## src/include/pcm_pkg.sv

```systemverilog
// shared constants for the power and clock mode controller
`default_nettype none
package pcm_pkg;
    localparam logic [7:0] CTRL_OFS = 8'h00;
    localparam logic [7:0] STATUS_OFS = 8'h04;
    localparam logic [7:0] SUBQ_OFS = 8'h08;
    // control register fields
    localparam int AMP_STOP_BIT = 0;
    localparam int VCO_STOP_BIT = 1;
    localparam int PPM_LSB = 2;
    localparam int LRS_LSB = 4;
    localparam int RFS_LSB = 8;
    localparam int LOOPBACK_BIT = 11;
    localparam int AMP_CONT_BIT = 12;
    localparam int FORCE_REF_BIT = 13;
    localparam logic [31:0] CTRL_RESET = 32'h0000_0000;
    localparam logic [31:0] CTRL_MASK = 32'h0000_3f3f;
    // status register fields
    localparam int ST_MODE_LSB = 0;
    localparam int ST_SRC_PLL_BIT = 4;
    localparam int ST_AMP_ON_BIT = 5;
    localparam int ST_VCO_ON_BIT = 6;
    localparam int ST_LOCK_BIT = 7;
    localparam int ST_SETTLED_BIT = 8;
    // lock ratio and partial power mode encodings
    localparam logic [1:0] LR_256 = 2'h0;
    localparam logic [1:0] LR_384 = 2'h1;
    localparam logic [1:0] LR_512 = 2'h2;
    localparam logic [1:0] LR_512_HALF = 2'h3;
    localparam logic [1:0] PPM_OSC_ONLY = 2'h1;
    localparam logic [1:0] PPM_OSC_DIV = 2'h2;
    // oscillator settle time and bus response codes
    localparam int SETTLE_MS = 10;
    localparam int CLK_MHZ = 100;
    localparam int SETTLE_CYCLES = SETTLE_MS * 1000 * CLK_MHZ;
    localparam logic [1:0] RESP_OKAY = 2'h0;
    localparam logic [1:0] RESP_SLVERR = 2'h2;
    typedef enum logic [2:0] {
        PCM_RESET, PCM_NORMAL, PCM_VCO_STOP, PCM_OSC_ONLY, PCM_OSC_DIV, PCM_AMP_STOP,
        PCM_ALL_STOP
    } pcm_mode_type;
endpackage : pcm_pkg
`default_nettype wire

```

## src/core/pcm_ctrl.sv

```systemverilog
// power, reset and clock source control with an axi4-lite register port
//
// Our own choices: the placing of the registers and the AXI4-Lite slave port.
`timescale 1ns/10ps
`default_nettype none
// What this block does
// - power-down low stops clocks, resets registers
// - vco stop alone halts vco, reference clocks
// - mode 01: amplifier only, bit/frame/data low
// - mode 10: amplifier and divider, pins usable
// - amplifier stop overrides partial modes, halts pll
// - partial modes: registers writable; subcode/status read zero
// - vco stop and partial modes use reference
// - amplifier stopped: run from locked pll only
// - both stop bits: all stop, bit/frame clocks hold, master clock low
// - lock ratio field picks pll multiple
// - ratio 11 halves master clock output when running from the pll
// - frequency mismatch still keeps operating
// - loopback uses vco as sole clock source
// - amplifier auto-stops on lock unless continuous or forced to reference
// - pll when locked, else reference; force bit
module pcm_ctrl #(
    parameter int SETTLE_CYCLES = pcm_pkg::SETTLE_CYCLES
) (
    input wire logic aclk, // bus clock, 100 MHz
    input wire logic aresetn, // bus reset, synchronous
    input wire logic system_powerdown_n, // chip power-down pin
    input wire logic [7:0] s_axi_awaddr, // write address
    input wire logic s_axi_awvalid, // write address valid
    output logic s_axi_awready, // write address ready
    input wire logic [31:0] s_axi_wdata, // write data
    input wire logic [3:0] s_axi_wstrb, // write strobes
    input wire logic s_axi_wvalid, // write data valid
    output logic s_axi_wready, // write data ready
    output logic [1:0] s_axi_bresp, // write response
    output logic s_axi_bvalid, // write response valid
    input wire logic s_axi_bready, // write response ready
    input wire logic [7:0] s_axi_araddr, // read address
    input wire logic s_axi_arvalid, // read address valid
    output logic s_axi_arready, // read address ready
    output logic [31:0] s_axi_rdata, // read data
    output logic [1:0] s_axi_rresp, // read response
    output logic s_axi_rvalid, // read data valid
    input wire logic s_axi_rready, // read data ready
    input wire logic ref_clock_in, // reference clock level
    input wire logic pll_clock_in, // vco clock level
    input wire logic pll_locked, // pll lock indication
    input wire logic demod_audio_in, // demodulated audio bit
    input wire logic serial_audio_in, // serial audio input
    input wire logic [31:0] subq_status_in, // subcode q / channel status word
    output logic master_clock_out, // master clock
    output logic bit_clock_out, // bit clock
    output logic frame_clock_out, // frame clock
    output logic serial_audio_out, // serial audio output
    output logic osc_drive_out, // oscillator drive
    output logic osc_amp_enable, // oscillator amplifier run
    output logic vco_enable, // vco run
    output logic [1:0] pll_ratio_out // pll multiple select
);
    if (SETTLE_CYCLES < 1) begin : g_settle_check
        $error("SETTLE_CYCLES must be at least one");
    end

    logic pwr_meta_q, pwr_sync_q, rst_n;
    always_ff @(posedge aclk or negedge system_powerdown_n) begin
        if (!system_powerdown_n) begin
            pwr_meta_q <= 1'b0;
            pwr_sync_q <= 1'b0;
        end else begin
            pwr_meta_q <= 1'b1;
            pwr_sync_q <= pwr_meta_q;
        end
    end
    assign rst_n = aresetn & pwr_sync_q;
    function automatic logic [1:0] reg_index(input logic [7:0] addr);
        case (addr)
            pcm_pkg::CTRL_OFS: reg_index = 2'h1;
            pcm_pkg::STATUS_OFS: reg_index = 2'h2;
            pcm_pkg::SUBQ_OFS: reg_index = 2'h3;
            default: reg_index = 2'h0;
        endcase
    endfunction : reg_index

    // write channel
    logic [31:0] ctrl_q;
    logic [7:0] awaddr_q;
    logic [31:0] wdata_q;
    logic [3:0] wstrb_q;
    logic aw_have_q, w_have_q, bvalid_q;
    logic [1:0] bresp_q;
    assign s_axi_awready = !aw_have_q && !bvalid_q;
    assign s_axi_wready = !w_have_q && !bvalid_q;
    assign s_axi_bvalid = bvalid_q;
    assign s_axi_bresp = bresp_q;
    always_ff @(posedge aclk) begin
        if (!rst_n) begin
            aw_have_q <= 1'b0;
            w_have_q <= 1'b0;
            awaddr_q <= 8'h00;
            wdata_q <= 32'h0000_0000;
            wstrb_q <= 4'h0;
            bvalid_q <= 1'b0;
            bresp_q <= pcm_pkg::RESP_OKAY;
        end else if (bvalid_q) begin
            if (s_axi_bready) begin
                bvalid_q <= 1'b0;
            end
        end else if (aw_have_q && w_have_q) begin
            aw_have_q <= 1'b0;
            w_have_q <= 1'b0;
            bvalid_q <= 1'b1;
            bresp_q <= (reg_index(awaddr_q) == 2'h0) ? pcm_pkg::RESP_SLVERR : pcm_pkg::RESP_OKAY;
        end else begin
            if (s_axi_awvalid && !aw_have_q) begin
                aw_have_q <= 1'b1;
                awaddr_q <= s_axi_awaddr;
            end
            if (s_axi_wvalid && !w_have_q) begin
                w_have_q <= 1'b1;
                wdata_q <= s_axi_wdata;
                wstrb_q <= s_axi_wstrb;
            end
        end
    end

    // control register stays writable in every partial mode
    always_ff @(posedge aclk) begin
        if (!rst_n) begin
            ctrl_q <= pcm_pkg::CTRL_RESET;
        end else if (!bvalid_q && aw_have_q && w_have_q && reg_index(awaddr_q) == 2'h1) begin
            for (int b = 0; b < 4; b++) begin
                if (wstrb_q[b]) begin
                    ctrl_q[b*8 +: 8] <= wdata_q[b*8 +: 8] & pcm_pkg::CTRL_MASK[b*8 +: 8];
                end
            end
        end
    end
    logic amp_stop, vco_stop, loopback, amp_cont, force_ref;
    logic [1:0] ppm, ratio;
    assign amp_stop = ctrl_q[pcm_pkg::AMP_STOP_BIT];
    assign vco_stop = ctrl_q[pcm_pkg::VCO_STOP_BIT];
    assign ppm = ctrl_q[pcm_pkg::PPM_LSB +: 2];
    assign ratio = ctrl_q[pcm_pkg::LRS_LSB +: 2];
    assign loopback = ctrl_q[pcm_pkg::LOOPBACK_BIT];
    assign amp_cont = ctrl_q[pcm_pkg::AMP_CONT_BIT];
    assign force_ref = ctrl_q[pcm_pkg::FORCE_REF_BIT];
    assign pll_ratio_out = ratio;
    // operating mode from the power bits
    pcm_pkg::pcm_mode_type mode;
    always_comb begin
        if (amp_stop && (vco_stop || ppm != 2'h0)) begin
            mode = pcm_pkg::PCM_ALL_STOP;
        end else if (amp_stop) begin
            mode = pcm_pkg::PCM_AMP_STOP;
        end else if (ppm == pcm_pkg::PPM_OSC_ONLY) begin
            mode = pcm_pkg::PCM_OSC_ONLY;
        end else if (ppm == pcm_pkg::PPM_OSC_DIV) begin
            mode = pcm_pkg::PCM_OSC_DIV;
        end else if (vco_stop) begin
            mode = pcm_pkg::PCM_VCO_STOP;
        end else begin
            mode = pcm_pkg::PCM_NORMAL;
        end
    end

    logic src_pll, running, divider_on, amp_idle;
    always_comb begin
        src_pll = 1'b0;
        running = 1'b1;
        case (mode)
            pcm_pkg::PCM_NORMAL: src_pll = loopback || (pll_locked && !force_ref);
            pcm_pkg::PCM_VCO_STOP, pcm_pkg::PCM_OSC_ONLY, pcm_pkg::PCM_OSC_DIV: begin
                src_pll = 1'b0;
                running = !loopback;
            end
            pcm_pkg::PCM_AMP_STOP: begin
                src_pll = 1'b1;
                running = pll_locked;
            end
            pcm_pkg::PCM_ALL_STOP: running = 1'b0;
            default: running = 1'b0;
        endcase
    end
    assign divider_on = running && mode != pcm_pkg::PCM_OSC_ONLY;
    assign vco_enable = (mode == pcm_pkg::PCM_NORMAL) || (mode == pcm_pkg::PCM_AMP_STOP);
    // crystal sits idle while the locked pll feeds the outputs, unless continuous run is set
    assign amp_idle = mode == pcm_pkg::PCM_NORMAL && src_pll && !loopback && !amp_cont;
    assign osc_amp_enable = !amp_stop && !amp_idle && !loopback;
    assign osc_drive_out = osc_amp_enable ? !ref_clock_in : 1'b1;
    // master clock from rising edges of the chosen source
    logic src_lvl, src_prev_q, src_rise;
    assign src_lvl = src_pll ? pll_clock_in : ref_clock_in;
    assign src_rise = src_lvl && !src_prev_q;
    always_ff @(posedge aclk) begin
        if (!rst_n) begin
            src_prev_q <= 1'b0;
        end else begin
            src_prev_q <= src_lvl;
        end
    end
    logic mclk_q, half_q;
    always_ff @(posedge aclk) begin
        if (!rst_n || !running) begin
            mclk_q <= 1'b0;
            half_q <= 1'b0;
        end else if (src_rise) begin
            half_q <= !half_q;
            if (!(src_pll && ratio == pcm_pkg::LR_512_HALF) || half_q) begin
                mclk_q <= !mclk_q;
            end
        end
    end
    assign master_clock_out = mclk_q;
    // bit and frame dividers; held at last level when everything stops
    logic [8:0] div_q;
    logic mclk_prev_q;
    always_ff @(posedge aclk) begin
        if (!rst_n) begin
            div_q <= 9'h000;
            mclk_prev_q <= 1'b0;
        end else if (mode == pcm_pkg::PCM_ALL_STOP) begin
            div_q <= div_q;
        end else if (!divider_on) begin
            div_q <= 9'h000;
            mclk_prev_q <= 1'b0;
        end else begin
            mclk_prev_q <= mclk_q;
            if (mclk_q && !mclk_prev_q) begin
                div_q <= div_q + 9'h001;
            end
        end
    end
    assign bit_clock_out = div_q[1];
    assign frame_clock_out = div_q[8];
    logic sout_q;
    always_ff @(posedge aclk) begin
        if (!rst_n || !divider_on) begin
            sout_q <= 1'b0;
        end else if (mode == pcm_pkg::PCM_OSC_DIV) begin
            sout_q <= serial_audio_in;
        end else begin
            sout_q <= demod_audio_in;
        end
    end
    assign serial_audio_out = sout_q;
    // settle counter after the amplifier restarts
    logic [$clog2(SETTLE_CYCLES+1)-1:0] settle_q;
    logic settled;
    always_ff @(posedge aclk) begin
        if (!rst_n || amp_stop) begin
            settle_q <= '0;
        end else if (!settled) begin
            settle_q <= settle_q + 1'b1;
        end
    end
    assign settled = settle_q == SETTLE_CYCLES[$bits(settle_q)-1:0];

    // read channel
    logic [31:0] status_word, rdata_q;
    logic rvalid_q;
    logic [1:0] rresp_q;
    always_comb begin
        status_word = 32'h0000_0000;
        status_word[pcm_pkg::ST_MODE_LSB +: 3] = mode;
        status_word[pcm_pkg::ST_SRC_PLL_BIT] = src_pll;
        status_word[pcm_pkg::ST_AMP_ON_BIT] = osc_amp_enable;
        status_word[pcm_pkg::ST_VCO_ON_BIT] = vco_enable;
        status_word[pcm_pkg::ST_LOCK_BIT] = pll_locked;
        status_word[pcm_pkg::ST_SETTLED_BIT] = settled;
    end
    assign s_axi_arready = !rvalid_q;
    assign s_axi_rvalid = rvalid_q;
    assign s_axi_rdata = rdata_q;
    assign s_axi_rresp = rresp_q;
    always_ff @(posedge aclk) begin
        if (!rst_n) begin
            rvalid_q <= 1'b0;
            rdata_q <= 32'h0000_0000;
            rresp_q <= pcm_pkg::RESP_OKAY;
        end else if (rvalid_q) begin
            if (s_axi_rready) begin
                rvalid_q <= 1'b0;
            end
        end else if (s_axi_arvalid) begin
            rvalid_q <= 1'b1;
            rresp_q <= pcm_pkg::RESP_OKAY;
            case (reg_index(s_axi_araddr))
                2'h1: rdata_q <= ctrl_q;
                2'h2: rdata_q <= status_word;
                2'h3: rdata_q <= (ppm != 2'h0) ? 32'h0000_0000 : subq_status_in;
                default: begin
                    rdata_q <= 32'h0000_0000;
                    rresp_q <= pcm_pkg::RESP_SLVERR;
                end
            endcase
        end
    end

    a_reset_clears: assert property (@(posedge aclk) !pwr_sync_q |=> ctrl_q == 32'h0000_0000 &&
        !master_clock_out) else $error("power-down did not clear state");
    a_vco_halt: assert property (@(posedge aclk) disable iff (!rst_n)
        mode == pcm_pkg::PCM_VCO_STOP |-> !vco_enable && !src_pll) else $error("vco runs");
    a_osc_only_low: assert property (@(posedge aclk) disable iff (!rst_n)
        mode == pcm_pkg::PCM_OSC_ONLY [*2] |-> !bit_clock_out && !frame_clock_out &&
        !serial_audio_out) else $error("outputs active in oscillator-only mode");
    a_osc_div_serial_audio_in: assert property (@(posedge aclk) disable iff (!rst_n)
        mode == pcm_pkg::PCM_OSC_DIV && !loopback && $stable(mode) |=>
        serial_audio_out == $past(serial_audio_in)) else $error("serial input not passed");
    a_amp_override: assert property (@(posedge aclk) disable iff (!rst_n)
        amp_stop && ppm != 2'h0 |-> !vco_enable && !osc_amp_enable && !running)
        else $error("amplifier stop not dominant");
    a_subq_zero: assert property (@(posedge aclk) disable iff (!rst_n)
        s_axi_rvalid && $rose(s_axi_rvalid) && ppm != 2'h0 && $past(s_axi_araddr) ==
        pcm_pkg::SUBQ_OFS |-> s_axi_rdata == 32'h0000_0000) else $error("subcode not zero");
    a_all_stop_hold: assert property (@(posedge aclk) disable iff (!rst_n)
        mode == pcm_pkg::PCM_ALL_STOP ##1 mode == pcm_pkg::PCM_ALL_STOP |->
        $stable(bit_clock_out) && $stable(frame_clock_out)) else $error("clocks moved");
    a_amp_unlock_stop: assert property (@(posedge aclk) disable iff (!rst_n)
        mode == pcm_pkg::PCM_AMP_STOP && !pll_locked |=> !master_clock_out)
        else $error("clock runs unlocked without amplifier");
    a_source_select: assert property (@(posedge aclk) disable iff (!rst_n)
        mode == pcm_pkg::PCM_NORMAL && !loopback |-> src_pll == (pll_locked && !force_ref))
        else $error("wrong clock source");
    a_amp_auto_stop: assert property (@(posedge aclk) disable iff (!rst_n)
        mode == pcm_pkg::PCM_NORMAL && pll_locked && !force_ref && !loopback |->
        osc_amp_enable == amp_cont) else $error("amplifier auto-stop wrong");
    a_loop_vco: assert property (@(posedge aclk) disable iff (!rst_n)
        loopback && mode == pcm_pkg::PCM_NORMAL |-> src_pll && !osc_amp_enable)
        else $error("loopback not on vco");
endmodule : pcm_ctrl
`default_nettype wire

```

## config.mk

```make
export PLATFORM = sky130hd
export DESIGN_NAME = pcm_ctrl
export DESIGN_NICKNAME = d
export VERILOG_FILES = /design/src/include/pcm_pkg.sv /design/src/core/pcm_ctrl.sv
export SDC_FILE = /design/constraint.sdc
export NUM_CORES = 1
export LEC_CHECK = 0
export BUFFER_PORTS_ARGS = -buffer_cell sky130_fd_sc_hd__buf_2
export CAP_MARGIN = 20
export CORE_ASPECT_RATIO = 1.75
export CORE_UTILIZATION = 45
export DETAILED_ROUTE_END_ITERATION = 7
export PLACE_DENSITY = 0.71
export SLEW_MARGIN = 20
export SYNTH_ARGS = -nofsm -noshare
export SYNTH_HDL_FRONTEND = slang
export SYNTH_SLANG_ARGS = --single-unit
```

## constraint.sdc

```tcl
create_clock -name aclk -period 3.9 [get_ports aclk]
set_input_delay 0.195 -clock aclk [delete_from_list [all_inputs] [get_ports aclk]]
set_output_delay 0.195 -clock aclk [all_outputs]
set_load 0.01 [all_outputs]
```

==> flow_summary.toml <==
[final_layout]
diodes = 0
fin_nets = 750
design_area_um2 = 5620
final_core_util_pct = 56.3
drive_above_1_share_pct = 22.6
layout_commonest_cell = "buf_2"
final_cell_mix = "buf_2 (122), dfxtp_1 (106), nor2_1 (85)"
syn_to_final_growth_pct = 20.8

[yosys]
syn_area_per_cell_um2 = 8.56
synthCells = 543
syn-cell-area_um2 = 4650
ys_seq_area_share_pct = 46.7
synth_seq_cells = 108
ys.flop_type = "dfxtp_1"
synth_cell_type_count = 58
synth-edff-count = 0
ys_warn_count = 0
async_flop_share_pct = 1.85

[sta]
relSlewSlack_pct = 33.4
setup_tns_ns = 0
min_period_ns = 2.34
final_max_slew_viol_count = 0
fin_crit_sh_pct = 59.9
finalClockSkew_ns = 0.00984
finalHoldViolations = 0
setup_viol = 0
rsz0062_at_grt = "false"
tightest_slew_ns = 0.997
max_freq_ghz = 0.428

[critical_path]
cpPeakStageDelay_ns = 0.64
cp-end-kind = "primary output"
cp_max_fo = 14
path_buf_inv = 1
path_cells = "nand3b_1, a21oi_1, a21boi_0, nand2_1, buf_2"
required_ns = 3.70
path_class = "reg -> out"
cp_slowest_cell = "dfxtp_1"
path_delay_family = "compound AO/OA/AOI/OAI gates"
critical_path_arrival_ns = 2.14
startpoint_type = "flop"

[floorplan]
core-area_um2 = 9970
die_h_um = 136
initial_utilization_pct = 46.6
dieArea_um2 = 10800
io_pins = 147
die_w_um = 78.8
rows = 48

[placed_design]
place_area_um2 = 5300
place.gp.congestion = 0.806
dp_hpwl_um = 8550
port_buffers = 122

[grt]
first_global_vias = 4039
grt_usage_pct = 21.6
grt_pass1_wl_um = 18100
grt.overflow.total = 0
grt_max_degree = 41
antenna_found_initial = 0

[power_and_ir_drop]
power_density_nw_per_um2 = 394
ir_worst_vdd_v = 0.000365
leakage_nw = 2.32

[routing]
drc_errors = 0
wire_per_inst_um = 14.7
drt_wl_total_um = 11500
final_antenna_net_count = 0
firstDrtPassIters = 5
viasPerCell = 5.42
via_count = 4227
drtIter0Drc = 132

[clock_tree]
cts-root-buf = "clkbuf_16"
cts_setup_buffers = 0
cts_buffer_depth = 2
clk_pin_slew_ns = 0.07
numCtsBuffers = 9
tritoncts = "yes"
cts_sinks = 108
h-tree-depth = 3
cts_repair_resize_count = 0
hold_buffers = 1
clk_latency_ns = 0.35

[run]
cap_violations = 0

[worst_hold_path]
hold_class = "in -> reg"

[status]
status = "finished, final reports clean"
per-stage QoR:
stage / cells / total power [W] / setup slack (ns) / hold slack [ns]
4_1_cts: 780 / 0.00222 / 1.60 / 0.0690
5_1_grt: 780 / 0.00228 / 1.44 / 0.0809
2_1_floorplan: 544 / 0.00124 / 2.03 / -0.101
3_3_place_gp: 763 / 0.00129 / 1.76 / -0.0188
3_5_place_dp: 763 / 0.00130 / 1.66 / -0.0144
6_report: 780 / 0.00221 / 1.56 / 0.0779
kinds of logic (layout without fill, tap and decap cells):
group	count (synthesis)	in the layout	synth area share (%)
AND/OR/NAND/NOR	222	222	22.6
AO/OA/AOI/OAI	110	110	15.3
flip-flops	108	108	46.7
buffers and inverters	50	161	4.66
multiplexers	27	27	5.81
XOR/XNOR	20	20	3.77
adder cells (fa/ha/maj)	4	4	1.02
other	2	3	0.162
worst register-to-register path: stages (launching register included):
cell and delay [ns]:
dfxtp_1 0.46, nor2_2 0.41, and3_1 0.36, and4_1 0.67
a22oi_1 0.17, nor2_1 0.14
power by group:
part	internal [W]	switching, W	total [W]	leakage, nW
clock network	0.000508	0.000429	0.000937	0.149
registers	0.00112	0.00000945	0.00113	0.880
logic	0.0000611	0.0000875	0.000149	1.29
total	0.00169	0.000525	0.00221	2.32
cell usage after synthesis (2+ instances only):
cell / instances / share of area (%)
and2_0: 2 / 0.27
inv_1: 20 / 1.6
mux2i_1: 27 / 5.8
ha_1: 3 / 0.81
nand3_1: 19 / 2.0
and4_1: 4 / 0.75
a21oi_2: 2 / 0.38
dfxtp_1: 106 / 46
dfrtp_1: 2 / 1.1
o211ai_1: 2 / 0.32
or4_1: 4 / 0.65
o22ai_1: 2 / 0.27
buf_2: 5 / 0.54
o21ai_1: 3 / 0.32
clkbuf_1: 19 / 1.5
o21ai_0: 18 / 1.9
or3_1: 8 / 1.1
and3_1: 4 / 0.54
o311ai_0: 3 / 0.57
o2111ai_1: 2 / 0.38
nor4_1: 5 / 0.67
nand3b_1: 2 / 0.32
and2_1: 4 / 0.54
a22oi_1: 27 / 4.4
nand2b_1: 8 / 1.1
a31oi_1: 3 / 0.40
nand2_1: 55 / 4.4
conb_1: 2 / 0.16
nand4_1: 6 / 0.81
xor2_1: 10 / 1.9
nor2_1: 85 / 6.9
nor2b_1: 2 / 0.27
a21oi_1: 36 / 3.9
buf_4: 4 / 0.65
a22o_1: 2 / 0.38
nor3_1: 6 / 0.65
xnor2_1: 10 / 1.9
path summary, 6_finish.rpt:
check	startpoint	end	slack (ns)	cells after the start
hold / removal	s_axi_wdata[13]	wdata_q[13]	0.08	3
min in group asynchronous	system_powerdown_n	pwr_sync_q	0.14	2
max in group asynchronous	system_powerdown_n	pwr_meta_q	3.65	2
hold reg to reg	pwr_meta_q	pwr_sync_q	0.36	0
setup / recovery	ctrl_q[0]	osc_drive_out	1.56	5
setup reg to reg	ctrl_q[2]	s_axi_rdata[25]	1.63	5
final cells by class:
| cell class | instances | area, µm² |
|---|---|---|
| clock inverters | 7 | 85.1 |
| multi-input cells | 386 | 2270 |
| clock buffers | 9 | 225 |
| fillers | 956 | 4350 |
| flip-flops and latches | 108 | 2170 |
| well taps | 125 | 156 |
| repair buffers | 125 | 636 |
| inverters | 20 | 75.1 |
state kept, by name (all words and copies together), names as in the netlist, 2 cells and up:
register	flops
awaddr_q	8
ctrl_q	12
div_q	9
s_axi_rdata	32
settle_q	20
wdata_q	12
wstrb_q	2
routing by layer:
metal	track usage, %	wire (µm)	vias up
met2	39.4	6020	133
li1	-	-	2101
met4	12.2	463	0
met5	0	0	-
met1	22.2	4300	1956
met3	5.23	679	37
Power figures use the tool's default switching activity.
